## src/include/nsof_pkg.sv

```systemverilog
// ==========================================================
// nsof_pkg
package nsof_pkg;
   // ======================================================
   // serial commands
   localparam logic [7:0] CMD_WR_ENABLE = 8'h06;
   localparam logic [7:0] CMD_WR_DISABLE = 8'h04;
   localparam logic [7:0] CMD_GET_FEAT = 8'h0F;
   localparam logic [7:0] CMD_SET_FEAT = 8'h1F;
   localparam logic [7:0] CMD_PROG_EXEC = 8'h10;
   localparam logic [7:0] CMD_BLK_ERASE = 8'hD8;
   localparam logic [7:0] CMD_PAGE_READ = 8'h13;
   localparam logic [7:0] CMD_SOFT_RESET = 8'hFF;
   // ======================================================
   // feature addresses
   localparam logic [7:0] FADDR_FEATURE = 8'hB0;
   localparam logic [7:0] FADDR_STATUS = 8'hC0;
   localparam logic [7:0] FADDR_DRIVE = 8'hD0;
   localparam logic [7:0] FADDR_STATUS2 = 8'hF0;
   // ======================================================
   // field positions
   localparam int FEAT_LOCK_BIT = 7;
   localparam int FEAT_OTP_EN_BIT = 6;
   localparam int FEAT_ECC_EN_BIT = 4;
   localparam int DRIVE_LO_BIT = 5;
   // ======================================================
   // reset values
   localparam logic [1:0] DRIVE_RST = 2'h0;
   localparam logic ECC_EN_RST = 1'b1;
   localparam logic BPS_RST = 1'b1;
   localparam logic OTP_LOCK_RST = 1'b0;
   localparam logic [2:0] PIN_RST = 3'h2;
   // ======================================================
   // ecc result codes
   localparam logic [1:0] ECC_NONE = 2'h0;
   localparam logic [1:0] ECC_CORR = 2'h1;
   localparam logic [1:0] ECC_UNCORR = 2'h2;
   localparam logic [2:0] ECC_MAX_BITS = 3'h4;
   // ======================================================
   // drive strength in percent
   localparam logic [6:0] DRIVE_PCT_0 = 7'h64;
   localparam logic [6:0] DRIVE_PCT_1 = 7'h4B;
   localparam logic [6:0] DRIVE_PCT_2 = 7'h32;
   localparam logic [6:0] DRIVE_PCT_3 = 7'h19;
   // ======================================================
   // counts and timing
   localparam logic [2:0] OTP_PAGES = 3'h4;
   localparam logic [1:0] ADDR_LAST = 2'h2;
   localparam int CLK_NS = 100;
   localparam int RESET_BUSY_NS = 1000;
   localparam logic [7:0] RESET_BUSY_CYCLES = 8'((RESET_BUSY_NS + CLK_NS - 1) / CLK_NS);
   // ======================================================
   // types
   typedef enum logic [1:0] {ARR_READ = 2'h0, ARR_PROG = 2'h1, ARR_ERASE = 2'h2} nsof_kind_t;
   typedef enum logic [3:0] {
      S_OP = 4'h1,
      S_ADDR = 4'h2,
      S_DATA = 4'h4,
      S_SKIP = 4'h8
   } nsof_state_t;
   typedef struct packed {
      logic start;
      nsof_kind_t kind;
      logic otp;
      logic ecc;
      logic [23:0] row;
   } nsof_arr_req_t;
   typedef struct packed {
      logic done;
      logic fail;
      logic [2:0] ecc_bits;
   } nsof_arr_rsp_t;
endpackage : nsof_pkg

```

## src/logic/nsof_top.sv

```systemverilog
`timescale 1ns/1ns
// ==========================================================
// nsof_top
// How it works
// - program fail, bad address, protected: fail flag
// - program command or reset clears program fail
// - erase fail or locked region: erase fail flag
// - erase command or reset clears erase fail
// - write enable/disable commands steer latch
// - busy while array op or reset runs
// - status byte read at feature C0
// - drive register read/written at feature D0
// - drive field decodes to percent, reset-stable
// - protect status powers up one, reset-stable
// - corrected errors: code 01, count less one in extension
// - none 00, uncorrectable 10, 11 unused
// - otp rows 0 to 4 programmed in sequence, row 4 again once reached
// - otp enable redirects array commands to otp
// - enable+lock+write latch+program burns lock
// - locked otp rejects programming, allows reads
// - otp is never erased
// - otp program carries ecc when enabled
// - lock bit starts from stored value, blank zero
// - array rows pass to engine unchanged
// - ecc fields cleared on reset/read start
// - status features C0 and F0 are read-only
module nsof_top
   import nsof_pkg::*;
(
   // clock and reset
   input wire logic ref_clk,
   input wire logic reset_n,
   // serial link
   input wire logic spi_sclk,
   input wire logic spi_cs_n,
   input wire logic spi_mosi,
   output logic spi_miso,
   output logic spi_miso_oe,
   // array engine
   output nsof_arr_req_t arr_req,
   input wire nsof_arr_rsp_t arr_rsp,
   input wire logic block_protected,
   // otp lock storage
   input wire logic otp_lock_nv,
   output logic otp_lock_burn,
   // pad drive
   output logic [1:0] drive_strength_sel,
   output logic [6:0] drive_percent
);
   // ======================================================
   // link sampling
   logic [2:0] pin_lvl;
   logic sclk_d;
   logic cs_d;
   logic [7:0] rx_byte;
   logic rx_valid;
   logic tx_load;
   logic [7:0] tx_data;

   nsof_sync3 #(.W(3), .RST_VAL(PIN_RST)) u_sync (
      .ref_clk(ref_clk),
      .reset_n(reset_n),
      .din({spi_sclk, spi_cs_n, spi_mosi}),
      .dout(pin_lvl)
   );

   wire frame = ~pin_lvl[1];
   wire sclk_rise = frame & pin_lvl[2] & ~sclk_d;
   wire sclk_fall = frame & ~pin_lvl[2] & sclk_d;
   wire cs_rise = pin_lvl[1] & ~cs_d;

   nsof_spi_byte u_byte (
      .ref_clk(ref_clk),
      .reset_n(reset_n),
      .frame(frame),
      .sclk_rise(sclk_rise),
      .sclk_fall(sclk_fall),
      .mosi(pin_lvl[0]),
      .load(tx_load),
      .load_data(tx_data),
      .rx_byte(rx_byte),
      .rx_valid(rx_valid),
      .miso(spi_miso)
   );

   assign spi_miso_oe = frame;

   always_ff @(posedge ref_clk or negedge reset_n) begin
      if (!reset_n) begin
         sclk_d <= 1'b0;
         cs_d <= 1'b1;
      end else begin
         sclk_d <= pin_lvl[2];
         cs_d <= pin_lvl[1];
      end
   end

   // ======================================================
   // state
   nsof_state_t st;
   logic [7:0] opcode;
   logic [7:0] faddr;
   logic [23:0] row;
   logic [1:0] addr_cnt;
   logic armed;
   logic write_enable_latch, pfail, efail, block_protect_status, busy, busy_otp, nv_taken;
   logic [1:0] ecc_main;
   logic [1:0] ecc_ext;
   nsof_kind_t busy_kind;
   logic [7:0] rst_cnt;
   logic otp_en, lock_req, otp_lock, ecc_en;
   logic [2:0] otp_next;

   // ======================================================
   // command decode
   wire op_byte = rx_valid & (st == S_OP);
   wire is_wren = op_byte & (rx_byte == CMD_WR_ENABLE);
   wire is_wrdi = op_byte & (rx_byte == CMD_WR_DISABLE);
   wire is_reset = op_byte & (rx_byte == CMD_SOFT_RESET);
   wire rx_feat = (rx_byte == CMD_GET_FEAT) | (rx_byte == CMD_SET_FEAT);
   wire rx_arr = (rx_byte == CMD_PROG_EXEC) | (rx_byte == CMD_BLK_ERASE) |
                 (rx_byte == CMD_PAGE_READ);
   wire op_feat = (opcode == CMD_GET_FEAT) | (opcode == CMD_SET_FEAT);
   wire op_get = opcode == CMD_GET_FEAT;
   wire addr_byte = rx_valid & (st == S_ADDR);
   wire feat_wr = rx_valid & (st == S_DATA) & (opcode == CMD_SET_FEAT);
   wire operation_in_progress = busy | (rst_cnt != 8'h00);
   wire launch = cs_rise & armed & ~operation_in_progress;
   wire go_prog = launch & (opcode == CMD_PROG_EXEC);
   wire go_erase = launch & (opcode == CMD_BLK_ERASE);
   wire go_read = launch & (opcode == CMD_PAGE_READ);
   wire otp_burn_ok = go_prog & write_enable_latch & otp_en & lock_req & ~otp_lock;
   wire otp_row_bad = otp_lock | (row != 24'(otp_next));
   wire prog_reject = go_prog & write_enable_latch & ~otp_burn_ok &
                      (otp_en ? otp_row_bad : block_protected);
   wire prog_start = go_prog & write_enable_latch & ~otp_burn_ok & ~prog_reject;
   wire erase_reject = go_erase & write_enable_latch & (otp_en | block_protected);
   wire erase_start = go_erase & write_enable_latch & ~erase_reject;
   wire op_start = prog_start | erase_start | go_read;
   wire done = arr_rsp.done & busy;

   // ======================================================
   // ecc result decode
   wire ecc_uncorr = arr_rsp.ecc_bits > ECC_MAX_BITS;
   wire ecc_corr = (arr_rsp.ecc_bits != 3'h0) & ~ecc_uncorr;
   wire [1:0] next_ecc_main = ecc_uncorr ? ECC_UNCORR : (ecc_corr ? ECC_CORR : ECC_NONE);
   wire [1:0] next_ecc_ext = ecc_corr ? 2'(arr_rsp.ecc_bits - 3'h1) : 2'h0;

   // ======================================================
   // feature read mux
   wire [7:0] rd_status = {2'h0, ecc_main, pfail, efail, write_enable_latch, operation_in_progress};
   wire [7:0] rd_status2 = {2'h0, ecc_ext, block_protect_status, 3'h0};
   wire [7:0] rd_feature = {otp_lock | lock_req, otp_en, 1'b0, ecc_en, 4'h0};
   wire [7:0] rd_drive = {1'b0, drive_strength_sel, 5'h00};
   wire [7:0] rd_addr = (st == S_ADDR) ? rx_byte : faddr;
   assign tx_data = (rd_addr == FADDR_STATUS) ? rd_status :
                    (rd_addr == FADDR_STATUS2) ? rd_status2 :
                    (rd_addr == FADDR_FEATURE) ? rd_feature :
                    (rd_addr == FADDR_DRIVE) ? rd_drive : 8'h00;
   assign tx_load = rx_valid & op_get & ((st == S_ADDR) | (st == S_DATA));

   // ======================================================
   // command sequencer
   always_ff @(posedge ref_clk or negedge reset_n) begin
      if (!reset_n) begin
         st <= S_OP;
      end else if (!frame) begin
         st <= S_OP;
      end else if (rx_valid) begin
         case (st)
            S_OP: st <= (rx_feat | rx_arr) ? S_ADDR : S_SKIP;
            S_ADDR: st <= op_feat ? S_DATA : ((addr_cnt == ADDR_LAST) ? S_SKIP : S_ADDR);
            S_DATA: st <= op_get ? S_DATA : S_SKIP;
            S_SKIP: st <= S_SKIP;
            default: st <= S_OP;
         endcase
      end
   end

   always_ff @(posedge ref_clk or negedge reset_n) begin
      if (!reset_n) begin
         opcode <= 8'h00;
         faddr <= 8'h00;
         row <= 24'h000000;
         addr_cnt <= 2'h0;
         armed <= 1'b0;
      end else begin
         if (op_byte) begin
            opcode <= rx_byte;
            addr_cnt <= 2'h0;
         end else if (addr_byte) begin
            faddr <= rx_byte;
            row <= {row[15:0], rx_byte};
            addr_cnt <= addr_cnt + 2'h1;
         end
         if (op_byte || cs_rise) begin
            armed <= 1'b0;
         end else if (addr_byte && !op_feat && addr_cnt == ADDR_LAST) begin
            armed <= 1'b1;
         end
      end
   end

   // ======================================================
   // status flags
   always_ff @(posedge ref_clk or negedge reset_n) begin
      if (!reset_n) begin
         write_enable_latch <= 1'b0;
         pfail <= 1'b0;
         efail <= 1'b0;
      end else begin
         if (is_wren) begin
            write_enable_latch <= 1'b1;
         end else if (is_wrdi || is_reset || otp_burn_ok || (done && busy_kind != ARR_READ)) begin
            write_enable_latch <= 1'b0;
         end
         if (done && busy_kind == ARR_PROG) begin
            pfail <= arr_rsp.fail;
         end else if (prog_reject) begin
            pfail <= 1'b1;
         end else if (go_prog || is_reset) begin
            pfail <= 1'b0;
         end
         if (done && busy_kind == ARR_ERASE) begin
            efail <= arr_rsp.fail;
         end else if (erase_reject) begin
            efail <= 1'b1;
         end else if (go_erase || is_reset) begin
            efail <= 1'b0;
         end
      end
   end

   always_ff @(posedge ref_clk or negedge reset_n) begin
      if (!reset_n) begin
         ecc_main <= ECC_NONE;
         ecc_ext <= 2'h0;
         block_protect_status <= BPS_RST;
      end else begin
         if (done && busy_kind == ARR_READ && ecc_en) begin
            ecc_main <= next_ecc_main;
            ecc_ext <= next_ecc_ext;
         end else if (go_read || is_reset) begin
            ecc_main <= ECC_NONE;
            ecc_ext <= 2'h0;
         end
         if (launch && !otp_en) begin
            block_protect_status <= block_protected;
         end
      end
   end

   // ======================================================
   // busy tracking
   always_ff @(posedge ref_clk or negedge reset_n) begin
      if (!reset_n) begin
         busy <= 1'b0;
         busy_kind <= ARR_READ;
         busy_otp <= 1'b0;
         rst_cnt <= 8'h00;
      end else begin
         if (op_start) begin
            busy <= 1'b1;
            busy_kind <= prog_start ? ARR_PROG : (erase_start ? ARR_ERASE : ARR_READ);
            busy_otp <= otp_en;
         end else if (done) begin
            busy <= 1'b0;
         end
         if (is_reset) begin
            rst_cnt <= RESET_BUSY_CYCLES;
         end else if (rst_cnt != 8'h00) begin
            rst_cnt <= rst_cnt - 8'h01;
         end
      end
   end

   // ======================================================
   // feature settings and otp lock
   always_ff @(posedge ref_clk or negedge reset_n) begin
      if (!reset_n) begin
         drive_strength_sel <= DRIVE_RST;
         otp_en <= 1'b0;
         lock_req <= 1'b0;
         ecc_en <= ECC_EN_RST;
      end else if (feat_wr && faddr == FADDR_DRIVE) begin
         drive_strength_sel <= rx_byte[DRIVE_LO_BIT+:2];
      end else if (feat_wr && faddr == FADDR_FEATURE) begin
         otp_en <= rx_byte[FEAT_OTP_EN_BIT];
         lock_req <= rx_byte[FEAT_LOCK_BIT];
         ecc_en <= rx_byte[FEAT_ECC_EN_BIT];
      end
   end

   always_ff @(posedge ref_clk or negedge reset_n) begin
      if (!reset_n) begin
         otp_lock <= OTP_LOCK_RST;
         nv_taken <= 1'b0;
         otp_lock_burn <= 1'b0;
         otp_next <= 3'h0;
      end else begin
         nv_taken <= 1'b1;
         otp_lock_burn <= otp_burn_ok;
         if (!nv_taken) begin
            otp_lock <= otp_lock_nv;
         end else if (otp_burn_ok) begin
            otp_lock <= 1'b1;
         end
         if (done && busy_kind == ARR_PROG && busy_otp && !arr_rsp.fail &&
             otp_next != OTP_PAGES) begin
            otp_next <= otp_next + 3'h1;
         end
      end
   end

   // ======================================================
   // engine request and pad drive
   always_ff @(posedge ref_clk or negedge reset_n) begin
      if (!reset_n) begin
         arr_req <= '0;
         drive_percent <= DRIVE_PCT_0;
      end else begin
         arr_req.start <= op_start;
         if (op_start) begin
            arr_req.kind <= prog_start ? ARR_PROG : (erase_start ? ARR_ERASE : ARR_READ);
            arr_req.otp <= otp_en;
            arr_req.ecc <= ecc_en;
            arr_req.row <= row;
         end
         case (drive_strength_sel)
            2'h0: drive_percent <= DRIVE_PCT_0;
            2'h1: drive_percent <= DRIVE_PCT_1;
            2'h2: drive_percent <= DRIVE_PCT_2;
            2'h3: drive_percent <= DRIVE_PCT_3;
            default: drive_percent <= DRIVE_PCT_0;
         endcase
      end
   end
endmodule : nsof_top

```

## src/logic/nsof_sync3.sv

```systemverilog
`timescale 1ns/1ns
// ==========================================================
// nsof_sync3: three flops, level taken when second and third agree
module nsof_sync3 #(
   parameter int W = 3,
   parameter logic [W-1:0] RST_VAL = '0
) (
   // clock and reset
   input wire logic ref_clk,
   input wire logic reset_n,
   // pins
   input wire logic [W-1:0] din,
   output logic [W-1:0] dout
);
   logic [W-1:0] s1;
   logic [W-1:0] s2;
   logic [W-1:0] s3;
   wire [W-1:0] agree = ~(s2 ^ s3);

   always_ff @(posedge ref_clk or negedge reset_n) begin
      if (!reset_n) begin
         s1 <= RST_VAL;
         s2 <= RST_VAL;
         s3 <= RST_VAL;
         dout <= RST_VAL;
      end else begin
         s1 <= din;
         s2 <= s1;
         s3 <= s2;
         dout <= (agree & s3) | (~agree & dout);
      end
   end
endmodule : nsof_sync3

```

## src/logic/nsof_spi_byte.sv

```systemverilog
`timescale 1ns/1ns
// ==========================================================
// nsof_spi_byte: mode 0 byte shifter, msb first
module nsof_spi_byte (
   // clock and reset
   input wire logic ref_clk,
   input wire logic reset_n,
   // link events
   input wire logic frame,
   input wire logic sclk_rise,
   input wire logic sclk_fall,
   input wire logic mosi,
   // byte side
   input wire logic load,
   input wire logic [7:0] load_data,
   output logic [7:0] rx_byte,
   output logic rx_valid,
   output logic miso
);
   logic [2:0] cnt;
   logic [6:0] sh;
   logic [7:0] tx;

   assign miso = tx[7];

   always_ff @(posedge ref_clk or negedge reset_n) begin
      if (!reset_n) begin
         cnt <= 3'h0;
         sh <= 7'h00;
         rx_byte <= 8'h00;
         rx_valid <= 1'b0;
      end else begin
         rx_valid <= frame & sclk_rise & (cnt == 3'h7);
         if (!frame) begin
            cnt <= 3'h0;
         end else if (sclk_rise) begin
            cnt <= cnt + 3'h1;
            sh <= {sh[5:0], mosi};
            if (cnt == 3'h7) begin
               rx_byte <= {sh, mosi};
            end
         end
      end
   end

   // no shift on the fall that ends a byte, so a freshly loaded msb holds
   always_ff @(posedge ref_clk or negedge reset_n) begin
      if (!reset_n) begin
         tx <= 8'h00;
      end else if (!frame) begin
         tx <= 8'h00;
      end else if (load) begin
         tx <= load_data;
      end else if (sclk_fall && cnt != 3'h0) begin
         tx <= {tx[6:0], 1'b0};
      end
   end
endmodule : nsof_spi_byte

```

## config.mk

```make
export PLATFORM = sky130hd
export DESIGN_NAME = nsof_top
export DESIGN_NICKNAME = d
export VERILOG_FILES = /design/src/include/nsof_pkg.sv /design/src/logic/nsof_top.sv /design/src/logic/nsof_sync3.sv /design/src/logic/nsof_spi_byte.sv
export SDC_FILE = /design/constraint.sdc
export NUM_CORES = 1
export LEC_CHECK = 0
export BUFFER_PORTS_ARGS = -buffer_cell sky130_fd_sc_hd__buf_2
export CAP_MARGIN = 25
export CORE_MARGIN = 1
export CORE_UTILIZATION = 35
export CTS_BUF_LIST = sky130_fd_sc_hd__clkbuf_4
export DETAILED_ROUTE_END_ITERATION = 8
export PLACE_DENSITY = 0.5
export RECOVER_POWER = 100
export SLEW_MARGIN = 40
export SYNTH_ARGS = -nofsm -noshare
export SYNTH_HDL_FRONTEND = slang
export SYNTH_SLANG_ARGS = --single-unit
```

## constraint.sdc

```tcl
create_clock -name ref_clk -period 4.7 [get_ports ref_clk]
set_clock_uncertainty 0.2 [all_clocks]
set_input_delay 0.235 -clock ref_clk [delete_from_list [all_inputs] [get_ports ref_clk]]
set_output_delay 0.235 -clock ref_clk [all_outputs]
set_load 0.1 [all_outputs]
```

; Word-level counts from Yosys, hierarchy flattened
; Cells that the tools add are included.
[op_classes]
n_eq_ne = 33
order_cmp = 1
add_sub_neg = 5
bitwise_logic = 63
n_mux = 45
n_reduce_logical = 45
[op_table]
columns = op, n
row1 = $eq 8x8->1 const B, 9
row2 = $mux 8, 9
row3 = $eq 8x5->1 const B, 6
row4 = $and 1x1->1, 33
row5 = $pmux 7 s4, 1
row6 = $mux 4, 6
row7 = $ne 24x3->1, 1
row8 = $mux 2, 9
row9 = $reduce_bool 2->1, 9
row10 = $eq 8x3->1 const B, 2
row11 = $eq 8x4->1 const B, 2
row12 = $mux 1, 16
row13 = $pmux 4 s4, 1
row14 = $reduce_bool 3->1, 5
row15 = $logic_and 1x1->1, 14
row16 = $not 1->1, 12
row17 = $or 1x1->1, 12
row18 = $eq 2x2->1 const B, 4
row19 = $reduce_bool 8->1, 1
row20 = $sub 8x1->8 const B, 1
row21 = $logic_or 1x1->1, 7
row22 = $mux 7, 1
row23 = $add 3x1->3 const B, 2
row24 = $and 3x3->3, 2
row25 = other kinds (19), 27
[word_totals]
reg_bits = 152

; Logic depth before layout (Yosys ltp)
; Gate-level depths: netlist of run 1.
[depth]
ltp_word = 17
ltp_mapped = 8
mapped_depth_nobuf = 7

; Modules after synthesis
; A second synthesis of run 1 with hierarchy kept.
[unflattened]
cells_unflattened = 549
area_unflattened_um2 = 6657.6
[modules_own_cells]
columns = mod, cells_each, seq_area_each_um2, area_each_um2, n_inst
row1 = nsof_top, 447, 2611.3, 5098.6, 1
row2 = nsof_spi_byte, 87, 675.6, 1219.9, 1
row3 = nsof_sync3, 15, 305.3, 339.1, 1

; Least setup slack after synthesis of run 1
; OpenSTA, ideal clock, no wires.
[synth_timing]
kind = register to register
startpoint = reg rst_cnt[0]
endpoint = reg arr_req[10] in the netlist's numbering
arrival_ns = 2.538
slack_ns = 1.836
setup_time_ns = 0.125
path_buffers = 1
stages_incl_launch_ff = 9
cell_sequence = dfrtp_1 > inv_1 > ha_1 > or4b_1 > or4_4 > nor4b_4 > a221oi_2 > buf_6 > mux2_4
[synth_via]
elab_chain_len = 16
elab_cells_between_ends = 22
cone_classes = 21 x bitwise / 1 x reduce/logical
[synth_lines]
columns = element, line_no
row1 = start: declaration, nsof_top.sv:110  ; logic [7:0] rst_cnt;
row2 = start signal: assignment, nsof_top.sv:272  ; rst_cnt <= rst_cnt - 8'h01;
row3 = $reduce_bool 8->1 *, nsof_top.sv:127  ; wire operation_in_progress = busy | (rst_cnt != 8'h00);
row4 = $or 1x1->1 *, nsof_top.sv:127
row5 = $not 1->1 *, nsof_top.sv:128  ; wire launch = cs_rise & armed & ~operation_in_progress;
row6 = $and 1x1->1 *, nsof_top.sv:128
row7 = $and 1x1->1, nsof_top.sv:129  ; wire go_prog = launch & (opcode == CMD_PROG_EXEC);
row8 = $and 1x1->1, "nsof_top.sv:132, nsof_top.sv:134, nsof_top.sv:136"
row9 = $and 1x1->1 (3 in a row), nsof_top.sv:132  ; wire otp_burn_ok = go_prog & write_enable_latch & otp_en & lock_req & ~otp_lock;
row10 = $not 1->1, "nsof_top.sv:134, nsof_top.sv:136"
row11 = $and 1x1->1, "nsof_top.sv:134, nsof_top.sv:136"
row12 = $and 1x1->1, nsof_top.sv:134  ; wire prog_reject = go_prog & write_enable_latch & ~otp_burn_ok &
row13 = $not 1->1, nsof_top.sv:136  ; wire prog_start = go_prog & write_enable_latch & ~otp_burn_ok & ~prog_reject;
row14 = $and 1x1->1, nsof_top.sv:136
row15 = $or 1x1->1, nsof_top.sv:139  ; wire op_start = prog_start | erase_start | go_read;
row16 = $or 1x1->1 *, nsof_top.sv:139
row17 = end: declaration, nsof_top.sv:40  ; output nsof_arr_req_t arr_req,
; Mark *: on every way between the ends. The rest lies on a longest branch, timed or not.
; A chain may end at the register's enable or synchronous reset.

; Worst setup path after layout of run 1
[layout_timing]
startpoint = reg st[0]
endpoint = reg ecc_ext[0]
[layout_via]
elab_chain_len = 5
[layout_lines]
columns = element, line_no
row1 = start: declaration, nsof_top.sv:100  ; nsof_state_t st;
row2 = start signal: assignment, nsof_top.sv:171  ; S_OP: st <= (rx_feat | rx_arr) ? S_ADDR : S_SKIP;
row3 = start signal: assignment, nsof_top.sv:172  ; S_ADDR: st <= op_feat ? S_DATA : ((addr_cnt == ADDR_LAST) ? S_SKIP : S_ADDR);
row4 = start signal: assignment, nsof_top.sv:173  ; S_DATA: st <= op_get ? S_DATA : S_SKIP;
row5 = $eq 4x1->1, nsof_top.sv:116  ; wire op_byte = rx_valid & (st == S_OP);
row6 = $and 1x1->1, nsof_top.sv:116
row7 = $and 1x1->1, nsof_top.sv:119  ; wire is_reset = op_byte & (rx_byte == CMD_SOFT_RESET);
row8 = $logic_or 1x1->1, nsof_top.sv:243  ; end else if (go_read || is_reset) begin
row9 = $reduce_bool 2->1 (no source line), -
row10 = end signal: assignment, nsof_top.sv:242  ; ecc_ext <= next_ecc_ext;
row11 = end: declaration, nsof_top.sv:108  ; logic [1:0] ecc_ext;
; Every way passes these cells.

==> metrics, run 1 <==
Peak Freq=0.2795 GHz; most frequent cells in the layout=132 x dfrtp_1, 58 x mux2_2, 50 x nand2_1; synthesized flop and latch total=143; Primary FF master, synth=dfrtp_1; Worst Setup Start Kind=flip-flop; 1st-pass router iterations=7; Core Util, Final=40.33%; Post-Syn Area=0.006584 mm2; Place WS=1.471 ns; Routed WL per cell=16.64 um; most common cell after layout, fill and taps aside=dfrtp_1; vias in the first global route=4420; Syn Area/Cell=11.84 um2; Layout Nets=648; IO buf count=52; number of synthesized flops with an enable pin=0; TNS Setup=0 ns; hpwl dp=10.12 mm; Synth Instances=556; global route total overflow=0; slack of the critical path=1.122 ns; post-synth cell types=63; DIE AREA=0.01936 mm2; worst-skew pair later-pin latency=0.55 ns; drt total wl=14.39 mm; final setup vio count=0; Worst Tran Pin Value=2.033 ns; GRT Overall Usage=16.12%; largest net degree at the start of global routing=107; Num Clock Sinks=143; Lkg Pwr=3.426 nW; fill count=1779; TritonCTS clock tree=done; number of H-tree levels=4; fraction of layout cells with a size suffix above 1=19.37%; maximum VDD drop=0.0001162 V; I/O pin cnt=53; Rel. slew slack=-35.52%; Core Area=0.01821 mm2; CTS max path bufs=2; DR iter-0 viols=270; vias after detailed routing=4434; top-area cell type share of the netlist area=50.17%; power per cell area=292.3 mW/mm2; setup fix buffers added after clock tree synthesis=0; syn_nets=582; part of the cycle the worst path needs=76.13%; Die W=139.2 um; time the worst path needs with I/O delays and setup=3.578 ns; crit path DAT=3.80 ns; area leader, netlist=dfrtp_1; Inserted Clock Buffers=17; Synth area leaders=dfrtp_1 50%, mux2_2 9.9%, dfstp_2 4.4%; Core Rows=49; routability cong.=0.8493; critical path class=reg -> reg; global-route wire length before repair=24.23 mm; Post-DRT Antenna Nets=0; Req. time, crit path=4.92 ns; Final Hold Fails=0; DRC violations left=6; clock root buffer=clkbuf_4; failing checks=DRC, capacitance limit, slew limit; Post-synth ARST share=100.0%; maximum capacitance violations=2; RSZ-0062 raised after global routing=no; crit path capture type=flip-flop; antenna violations before repair=1; Max Slew Vio Count=67; Starting Density=36.16%; worst-path fanout max=9; P&R area growth vs syn=11.54%; status=finished with violations; clock-pin slew on the worst setup and hold paths=0.14 ns; Min-Delay Path Class=in -> reg; sequential-to-total area share from yosys stat=54.56%; Die Ht=139.2 um; via/cell ratio=5.126; yosys synthesis warning count=0
## area by class of cell
type	instances	area (um2)	share of cell area, %
Antenna cell	1	2.502	0.03408
Clock buffer	17	127.6	1.738
Clock inverter	15	125.1	1.704
Inverter	19	71.32	0.9712
Multi-Input combinational cell	368	2718	37.01
Sequential cell	143	3592	48.92
Tap cell	229	286.5	3.902
Timing Repair Buffer	73	420.4	5.725
## worst paths after layout
path / slack (ns) / cells after the start / start / endpoint
setup reg to reg: 1.12 / 7 / st[0] / ecc_ext[0]
min in group asynchronous: 0.50 / 3 / reset_n / arr_req[8]
hold reg to reg: 0.16 / 0 / u_sync.s1[0] / u_sync.s2[0]
max in group asynchronous: 1.50 / 4 / reset_n / ecc_main[1]
setup / recovery: 1.12 / 7 / st[0] / ecc_ext[0]
hold / removal: 0.12 / 2 / spi_cs_n / u_sync.s1[1]
## kinds of logic (layout without fill, tap and decap cells)
logic type,after synthesis,after routing,synth area share (%)
simple gates,194,194,16.21
flops,143,143,54.56
mux,85,85,15.47
compound gates,59,59,6.062
buf+inv,45,124,2.927
fa+ha+maj,17,17,3.117
xor+xnor,12,12,1.596
other cells,1,2,0.05696
## cell usage after synthesis (3+ instances only)
library cell  instances
a21oi_1              13
a22o_1                5
nand2_1              50
nand2b_1              6
nor2b_1               5
and3_1                7
clkbuf_1             19
nor4_1               10
xnor2_1               8
mux2_4               19
a211oi_1              4
nor4b_1               4
maj3_1                3
dfstp_2              11
dfrtp_1             132
nand3b_1              4
ha_1                 14
mux2i_1               8
nor2_1               32
nand4_1               7
inv_1                19
nor3b_1               3
o211ai_1              3
nand3_1              21
o21ai_0              13
or3_1                 3
nor3_1               12
mux2_2               58
and2_1                4
xor2_1                4
a31oi_1               4
or2_2                 7
## routing by layer
| metal | track usage (%) | vias to the layer above | share of wire [%] | routed length [um] |
|---|---|---|---|---|
| met4 | 4.912 | 0 | 0.58 | 83 |
| met3 | 3.764 | 4 | 3.4 | 489 |
| li1 | - | 2117 | - | - |
| met1 | 22.12 | 2247 | 47 | 6815 |
| met5 | 0 | - | 0 | 0 |
| met2 | 25.25 | 66 | 49 | 7004 |
## repair_timing
| action | in CTS | in global routing |
|---|---|---|
| hold endpoints to repair | 122 | 43 |
| setup endpoints to repair | 0 | 0 |
| hold buffers | 13 | 1 |
| resized for setup | 0 | 0 |
## worst max-delay path, cell delays in order, from the launching register on
cell           delay [ns]
dfstp_1              0.70
nor4b_1              0.66
nand3_1              0.28
nor4_1               0.23
clkbuf_1             0.44
nor3_1               0.22
o2bb2ai_1            0.18
dlygate4sd3_1        0.56
## registers in the layout, indices dropped and copies added, names as in the netlist, 3 cells and up, named ones only
name / count
opcode: 8
rst_cnt: 8
arr_req: 29
row: 17
faddr: 7
u_byte.cnt: 3
u_sync.s1: 3
u_sync.s3: 3
u_byte.sh: 7
u_sync.s2: 3
drive_percent: 6
st: 4
otp_next: 3
u_byte.tx: 8
u_byte.rx_byte: 8
## where the power goes
| group | total [mW] | switching [mW] | internal (mW) |
|---|---|---|---|
| clock | 0.714 | 0.490 | 0.224 |
| sequential | 1.31 | 0.0333 | 1.27 |
| combinational | 0.125 | 0.0693 | 0.0553 |
| total | 2.15 | 0.593 | 1.55 |
## through the flow
step	hold WS, ns	total power, mW	cells	cell area (um2)
after global routing	0.06016	2.273	865	7343
final	0.1169	2.146	865	7343
after CTS	0.04996	2.188	862	7465
after global placement	0.1324	1.447	817	7072
after floorplan	-0.2606	1.395	556	6584
after detailed placement	0.1347	1.451	817	7082
(Power assumes the default switching activity.)
==> run 2: changes to the inputs <==
Clock period 4.7 ns to 3.64 ns, I/O delays scaled along.
==> metrics, run 2 (synthesis results as in run 1) <==
Routed WL per cell=16.67 um (+0.19%); largest reg by FF count=arr_req; worst-path fanout max=26 (+17); TritonCTS clock tree=done; Layout Nets=657 (+1.4%); DIE AREA=0.01936 mm2 (unchanged); Min-Delay Path Class=in -> reg; Hold Path Cell Cnt=2 (unchanged); max reg flops=29 (unchanged); Rel. slew slack=-35.66% (-0.15 points); IO buf count=52 (unchanged); hpwl dp=10.43 mm (+3.0%); Peak Freq=0.2924 GHz (+4.6%); clock-pin slew on the worst setup and hold paths=0.12 ns (-0.02 ns); DRC violations left=6 (unchanged); fraction of layout cells with a size suffix above 1=19.10% (-0.27 points); Worst Setup Start Kind=flip-flop; worst reg2reg path depth=8 (+1); maximum VDD drop=0.0001649 V (+42%); crit path capture type=flip-flop; status=finished with violations; Core Area=0.01821 mm2 (unchanged); CTS max path bufs=2 (unchanged); Final Hold Fails=0 (unchanged); Post-DRT Antenna Nets=0 (unchanged); routability cong.=0.7964 (-6.2%); Max Slew Vio Count=121 (+81%); CP Cell Sequence=inv_1 > ha_1 > or4b_1 > or4_4 > nor4b_1 > a221oi_4 > buf_4 > mux2_1; most common cell after layout, fill and taps aside=dfrtp_1; slowest CP cell=or4_4; worst-skew pair later-pin latency=0.55 ns (about the same); Die W=139.2 um (unchanged); TNS Setup=0 ns (unchanged); setup fix buffers added after clock tree synthesis=0 (unchanged); vias in the first global route=4615 (+4.4%); Worst Hold Slack=0.06019 ns (-0.05671 ns); GRT Overall Usage=16.17% (+0.049 points); RSZ-0062 raised after global routing=no; DR iter-0 viols=280 (+3.7%); Lkg Pwr=3.476 nW (+1.4%); slowest stage delay, CP=0.57 ns (-0.13 ns); via/cell ratio=5.109 (-0.34%); critical path class=reg -> reg; vias after detailed routing=4470 (+0.81%); final setup vio count=0 (unchanged); Worst Tran Pin Value=2.035 ns (+0.002219 ns); crit path DAT=3.66 ns (-0.14 ns); Die Ht=139.2 um (unchanged); Num Clock Sinks=143 (unchanged); maximum capacitance violations=2 (unchanged); number of H-tree levels=4 (unchanged); drt total wl=14.59 mm (+1.3%); 1st-pass router iterations=7 (unchanged); P&R area growth vs syn=12.75%; part of the cycle the worst path needs=93.97% (+18 points); I/O pin cnt=53 (unchanged); Inserted Clock Buffers=17 (unchanged); most frequent cells in the layout=132 x dfrtp_1, 57 x mux2_2, 50 x nand2_1, 50 x clkbuf_1, 32 x nor2_1; global route total overflow=0 (unchanged); Core Rows=49 (unchanged); power per cell area=395.9 mW/mm2 (+35%); Req. time, crit path=3.88 ns (-1.04 ns); global-route wire length before repair=24.34 mm (+0.43%); Starting Density=36.16% (unchanged); largest net degree at the start of global routing=74 (-31%); largest registers=arr_req: 29 flops, row: 17 flops; antenna violations before repair=1 (unchanged); clock root buffer=clkbuf_4; failing checks=DRC, capacitance limit, slew limit; time the worst path needs with I/O delays and setup=3.420 ns (-0.1579 ns)
[run 2: changes by cell type in the layout (fill, tap and decap cells not counted), moves of 2 or more]
cell	delta
clkinv_4	+2
mux2_1	+2
clkbuf_1	+6
clkinvlp_4	-2
bufinv_16	+3
inv_6	-7
buf_4	+2
clkbuf_4	+2
[run 2: stage by stage]
stage / utilization [%] / power [mW] / area [um2] / worst slack, ns / cells
6_report: 40.77 / 2.939 / 7423 / 0.2196 / 875
3_3_place_gp: 39.13 / 1.872 / 7124 / 0.5355 / 824
5_1_grt: 40.77 / 3.073 / 7423 / 0.08228 / 875
2_1_floorplan: - / 1.802 / 6584 / 0.7761 / 556
3_5_place_dp: 39.30 / 1.883 / 7156 / 0.4828 / 825
4_1_cts: 41.96 / 2.997 / 7641 / 0.4593 / 873
[run 2: layout make-up]
cell class / instances / area, um2
clock inverter: 13 / 165.2
tap: 229 / 286.5
clock buffer: 19 / 142.6
multi-input combinational: 368 / 2718
fill: 1805 / 10790
antenna: 2 / 5.005
inverter: 19 / 71.32
timing repair buffer: 82 / 442.9
sequential: 143 / 3592
[run 2: critical path: cells and delay by family, from the launching register on]
kind	cells	cell delay, ns
compound gates	1	0.14
fa+ha+maj	1	0.15
mux	1	0.36
buf+inv	2	0.37
flops	1	0.43
simple gates	3	1.63
[run 2: metal layers]
metal | GRT usage, % | routed length, um | vias up
met4 | 6.784 | 286 | 0
met2 | 25.52 | 6936 | 75
met5 | 0 | 0 | -
met3 | 3.522 | 485 | 21
li1 | - | - | 2138
met1 | 21.51 | 6879 | 2236
[run 2: power by group]
part | internal (mW) | switching, mW | total (mW) | leakage, nW
registers | 1.65 | 0.0396 | 1.69 | 1.90
clock network | 0.494 | 0.594 | 1.09 | 0.162
logic | 0.0693 | 0.0958 | 0.165 | 1.42
total | 2.21 | 0.730 | 2.94 | 3.48
[run 2: what timing repair did]
item / in CTS / in global routing
hold buffers: 16 / 0
resized for setup: 0 / 0
endpoints found under the hold margin: 148 / 0
[run 2: path summary, 6_finish.rpt]
check                             start           end  slack [ns]
max                          rst_cnt[0]    arr_req[7]        0.22
min                            spi_mosi  u_sync.s1[0]        0.06
max reg2reg                  rst_cnt[0]    arr_req[7]        0.22
min reg2reg                u_sync.s1[0]  u_sync.s2[0]        0.16
max in group asynchronous       reset_n  u_byte.sh[6]        0.65
min in group asynchronous       reset_n   arr_req[22]        0.74
==> run 3: changes to the inputs <==
Settings changed: CTS_BUF_LIST sky130_fd_sc_hd__clkbuf_4 to not set, SETUP_SLACK_MARGIN set to 0.3, SYNTH_HIERARCHICAL set to 1.
==> metrics, run 3 <==
status=finished with violations; failing checks=capacitance limit, slew limit; time the worst path needs with I/O delays and setup=3.173 ns (-0.2473 ns); most numerous cell in the Yosys netlist=dfrtp_1; post-synth cell types=65 (+3.2%); Num Clock Sinks=143 (unchanged); sequential-to-total area share from yosys stat=53.96% (-0.60 points); via/cell ratio=5.105 (about the same); clock root buffer=clkbuf_16; Lkg Pwr=3.653 nW (+5.1%); routability cong.=0.8956 (+12%); Syn Area/Cell=12.13 um2 (+2.4%); slowest stage delay, CP=0.66 ns (+0.09 ns); worst reg2reg path depth=6 (-2); area leader, netlist=dfrtp_1; Die W=139.9 um (+0.55%); cell family with most CP delay=simple AND/OR/NAND/NOR gates; antenna violations before repair=0 (-1); syn_nets=575 (-1.2%); fraction of layout cells with a size suffix above 1=18.24% (-0.86 points); Place WS=0.6789 ns (+0.1960 ns); top-area cell type share of the netlist area=49.61% (-0.56 points); maximum capacitance violations=1 (-1); maximum VDD drop=0.0002698 V (+64%); Worst Setup Start Kind=flip-flop; worst-skew pair later-pin latency=0.41 ns (-0.14 ns); P&R area growth vs syn=16.82%; Worst Min Path Start=u_sync/s1[0]; CP Cell Sequence=nor4_1 > nand4bb_1 > nor4_1 > a221oi_4 > buf_4 > mux2_1; TritonCTS clock tree=done; IO buf count=52 (unchanged); most frequent cells in the layout=132 x dfrtp_1, 53 x mux2_2, 52 x clkbuf_1; RSZ-0062 raised after global routing=no; Post-synth ARST share=100.0% (unchanged); largest net degree at the start of global routing=98 (+32%); Worst Tran Pin Value=2.516 ns (+0.4812 ns); power per cell area=472.3 mW/mm2 (+19%); reg2reg end=arr_req[12]; worst-path fanout max=27 (+3.8%); number of synthesized flops with an enable pin=0 (unchanged); largest reg by FF count=arr_req; FF-to-FF Start=rst_cnt[4]; Core Area=0.01871 mm2 (+2.7%); Rel. slew slack=-67.75% (-32 points); Inserted Clock Buffers=17 (unchanged); vias after detailed routing=4441 (-0.65%); R2R Setup Slk=0.47 ns (+0.25 ns); I/O pin cnt=53 (unchanged); DIE AREA=0.01958 mm2 (+1.1%); slowest CP cell=nor4_1; Post-Syn Area=0.006658 mm2 (+1.1%); part of the cycle the worst path needs=87.17% (-6.8 points); Hold Path Cell Cnt=0 (-2); TNS Setup=0 ns (unchanged); # diodes=0 (-2); Crit path buffers/inverters=1 (-1); Synth Instances=549 (-1.3%); final setup vio count=0 (unchanged); Layout Nets=649 (-1.2%); vias in the first global route=4590 (-0.54%); DR iter-0 viols=277 (-1.1%); clock-pin slew on the worst setup and hold paths=0.06 ns (-0.06 ns); global-route wire length before repair=24.90 mm (+2.3%); CTS max path bufs=2 (unchanged); Post-DRT Antenna Nets=0 (unchanged); slack of the critical path=0.4669 ns (+0.2473 ns); crit path DAT=3.26 ns (-0.40 ns); Peak Freq=0.3152 GHz (+7.8%); hpwl dp=10.25 mm (-1.7%); Hold Path End=u_sync/s2[0]; number of H-tree levels=4 (unchanged); DRC violations left=0 (-6); yosys synthesis warning count=6 (+6); Final Hold Fails=0 (unchanged); Synth area leaders=dfrtp_1 50%, mux2_2 9.3%, mux2_4 5.9%; Primary FF master, synth=dfrtp_1; Most Frequent Cell on Critical Path=nor4_1; Routed WL per cell=16.82 um (+0.90%); global route total overflow=0 (unchanged); Min-Delay Path Class=reg -> reg; Synth top cells by count=132 x dfrtp_1, 55 x mux2_2, 46 x nor2_1, 43 x nand2_1; max reg flops=29 (unchanged); GRT Overall Usage=16.33% (+0.16 points); Die Ht=139.9 um (+0.55%); Starting Density=35.59% (-0.57 points); synthesized flop and latch total=143 (unchanged); crit path capture type=flip-flop; Core Rows=50 (+2.0%); Req. time, crit path=3.73 ns (-0.15 ns); Max Slew Vio Count=47 (-61%); drt total wl=14.63 mm (+0.32%); 1st-pass router iterations=4 (-3); critical path class=reg -> reg; most common cell after layout, fill and taps aside=dfrtp_1; largest registers=arr_req: 29 flops, row: 17 flops
## run 3: cell types whose count changed after synthesis, sizes merged, moves of 6 or more
cell / delta
nor4: +6
a21oi: -7
nand3: -12
nor2: +14
inv: +7
clkbuf: -7
nand2: -7
## run 3: cell type report
| type | instances | area, um2 |
|---|---|---|
| fill | 1801 | 10930 |
| sequential | 143 | 3592 |
| multi-input combinational | 361 | 2765 |
| clock buffer | 22 | 454.2 |
| timing repair buffer | 74 | 390.4 |
| tap | 234 | 292.8 |
| clock inverter | 10 | 185.2 |
| inverter | 26 | 97.59 |
## run 3: power by group
| part | total, mW | internal (mW) | leakage (nW) | switching [mW] |
|---|---|---|---|---|
| combinational | 0.129 | 0.0540 | 1.43 | 0.0750 |
| sequential | 1.67 | 1.63 | 1.92 | 0.0309 |
| clock | 1.88 | 1.23 | 0.308 | 0.644 |
## run 3: stage by stage
stage	hold WS, ns	power, mW	cells	instance area, um2	utilization, %
2_1_floorplan	-0.3136	1.760	549	6658	-
3_3_place_gp	-0.06418	1.820	827	7224	38.62
3_5_place_dp	-0.06009	1.825	827	7236	38.68
4_1_cts	0.07674	3.732	870	7985	42.69
5_1_grt	0.1593	3.822	870	7777	41.58
6_report	0.1467	3.674	870	7777	41.58
## run 3: worst max-delay path by stage
stage | start | endpoint | slack, ns | cells past startpoint
finish | rst_cnt[4] | arr_req[12] | 0.47 | 6
global route | rst_cnt[4] | arr_req[13] | 0.30 | 6
CTS | rst_cnt[4] | arr_req[15] | 0.67 | 6
detailed placement | rst_cnt[4] | arr_req[13] | 0.68 | 6
global placement | rst_cnt[5] | arr_req[14] | 0.76 | 6
floorplan | rst_cnt[0] | arr_req[10] | 1.0 | 8
## run 3: kinds of logic (layout without fill, tap and decap cells)
group | count (synthesis) | in the layout | share of synthesized area (%)
compound gates | 56 | 56 | 6.165
xor+xnor | 11 | 11 | 1.447
simple gates | 182 | 182 | 14.98
other cells | 1 | 1 | 0.05633
flops | 143 | 143 | 53.96
mux | 94 | 94 | 17.12
fa+ha+maj | 17 | 17 | 3.139
buf+inv | 45 | 132 | 3.138
## run 3: metal layers
metal | track usage, % | wire length [um] | up-vias
met3 | 3.932 | 486 | 7
met1 | 22.45 | 7061 | 2255
met2 | 25.63 | 6956 | 69
met4 | 4.685 | 129 | 0
met5 | 0 | 0 | -
li1 | - | - | 2110
## run 3: timing repair
action                                 4_1_cts  5_1_grt
endpoints found under the hold margin       59        0
hold buffers                                11        0
buffers inserted                             0        0
resized for setup                            0        0
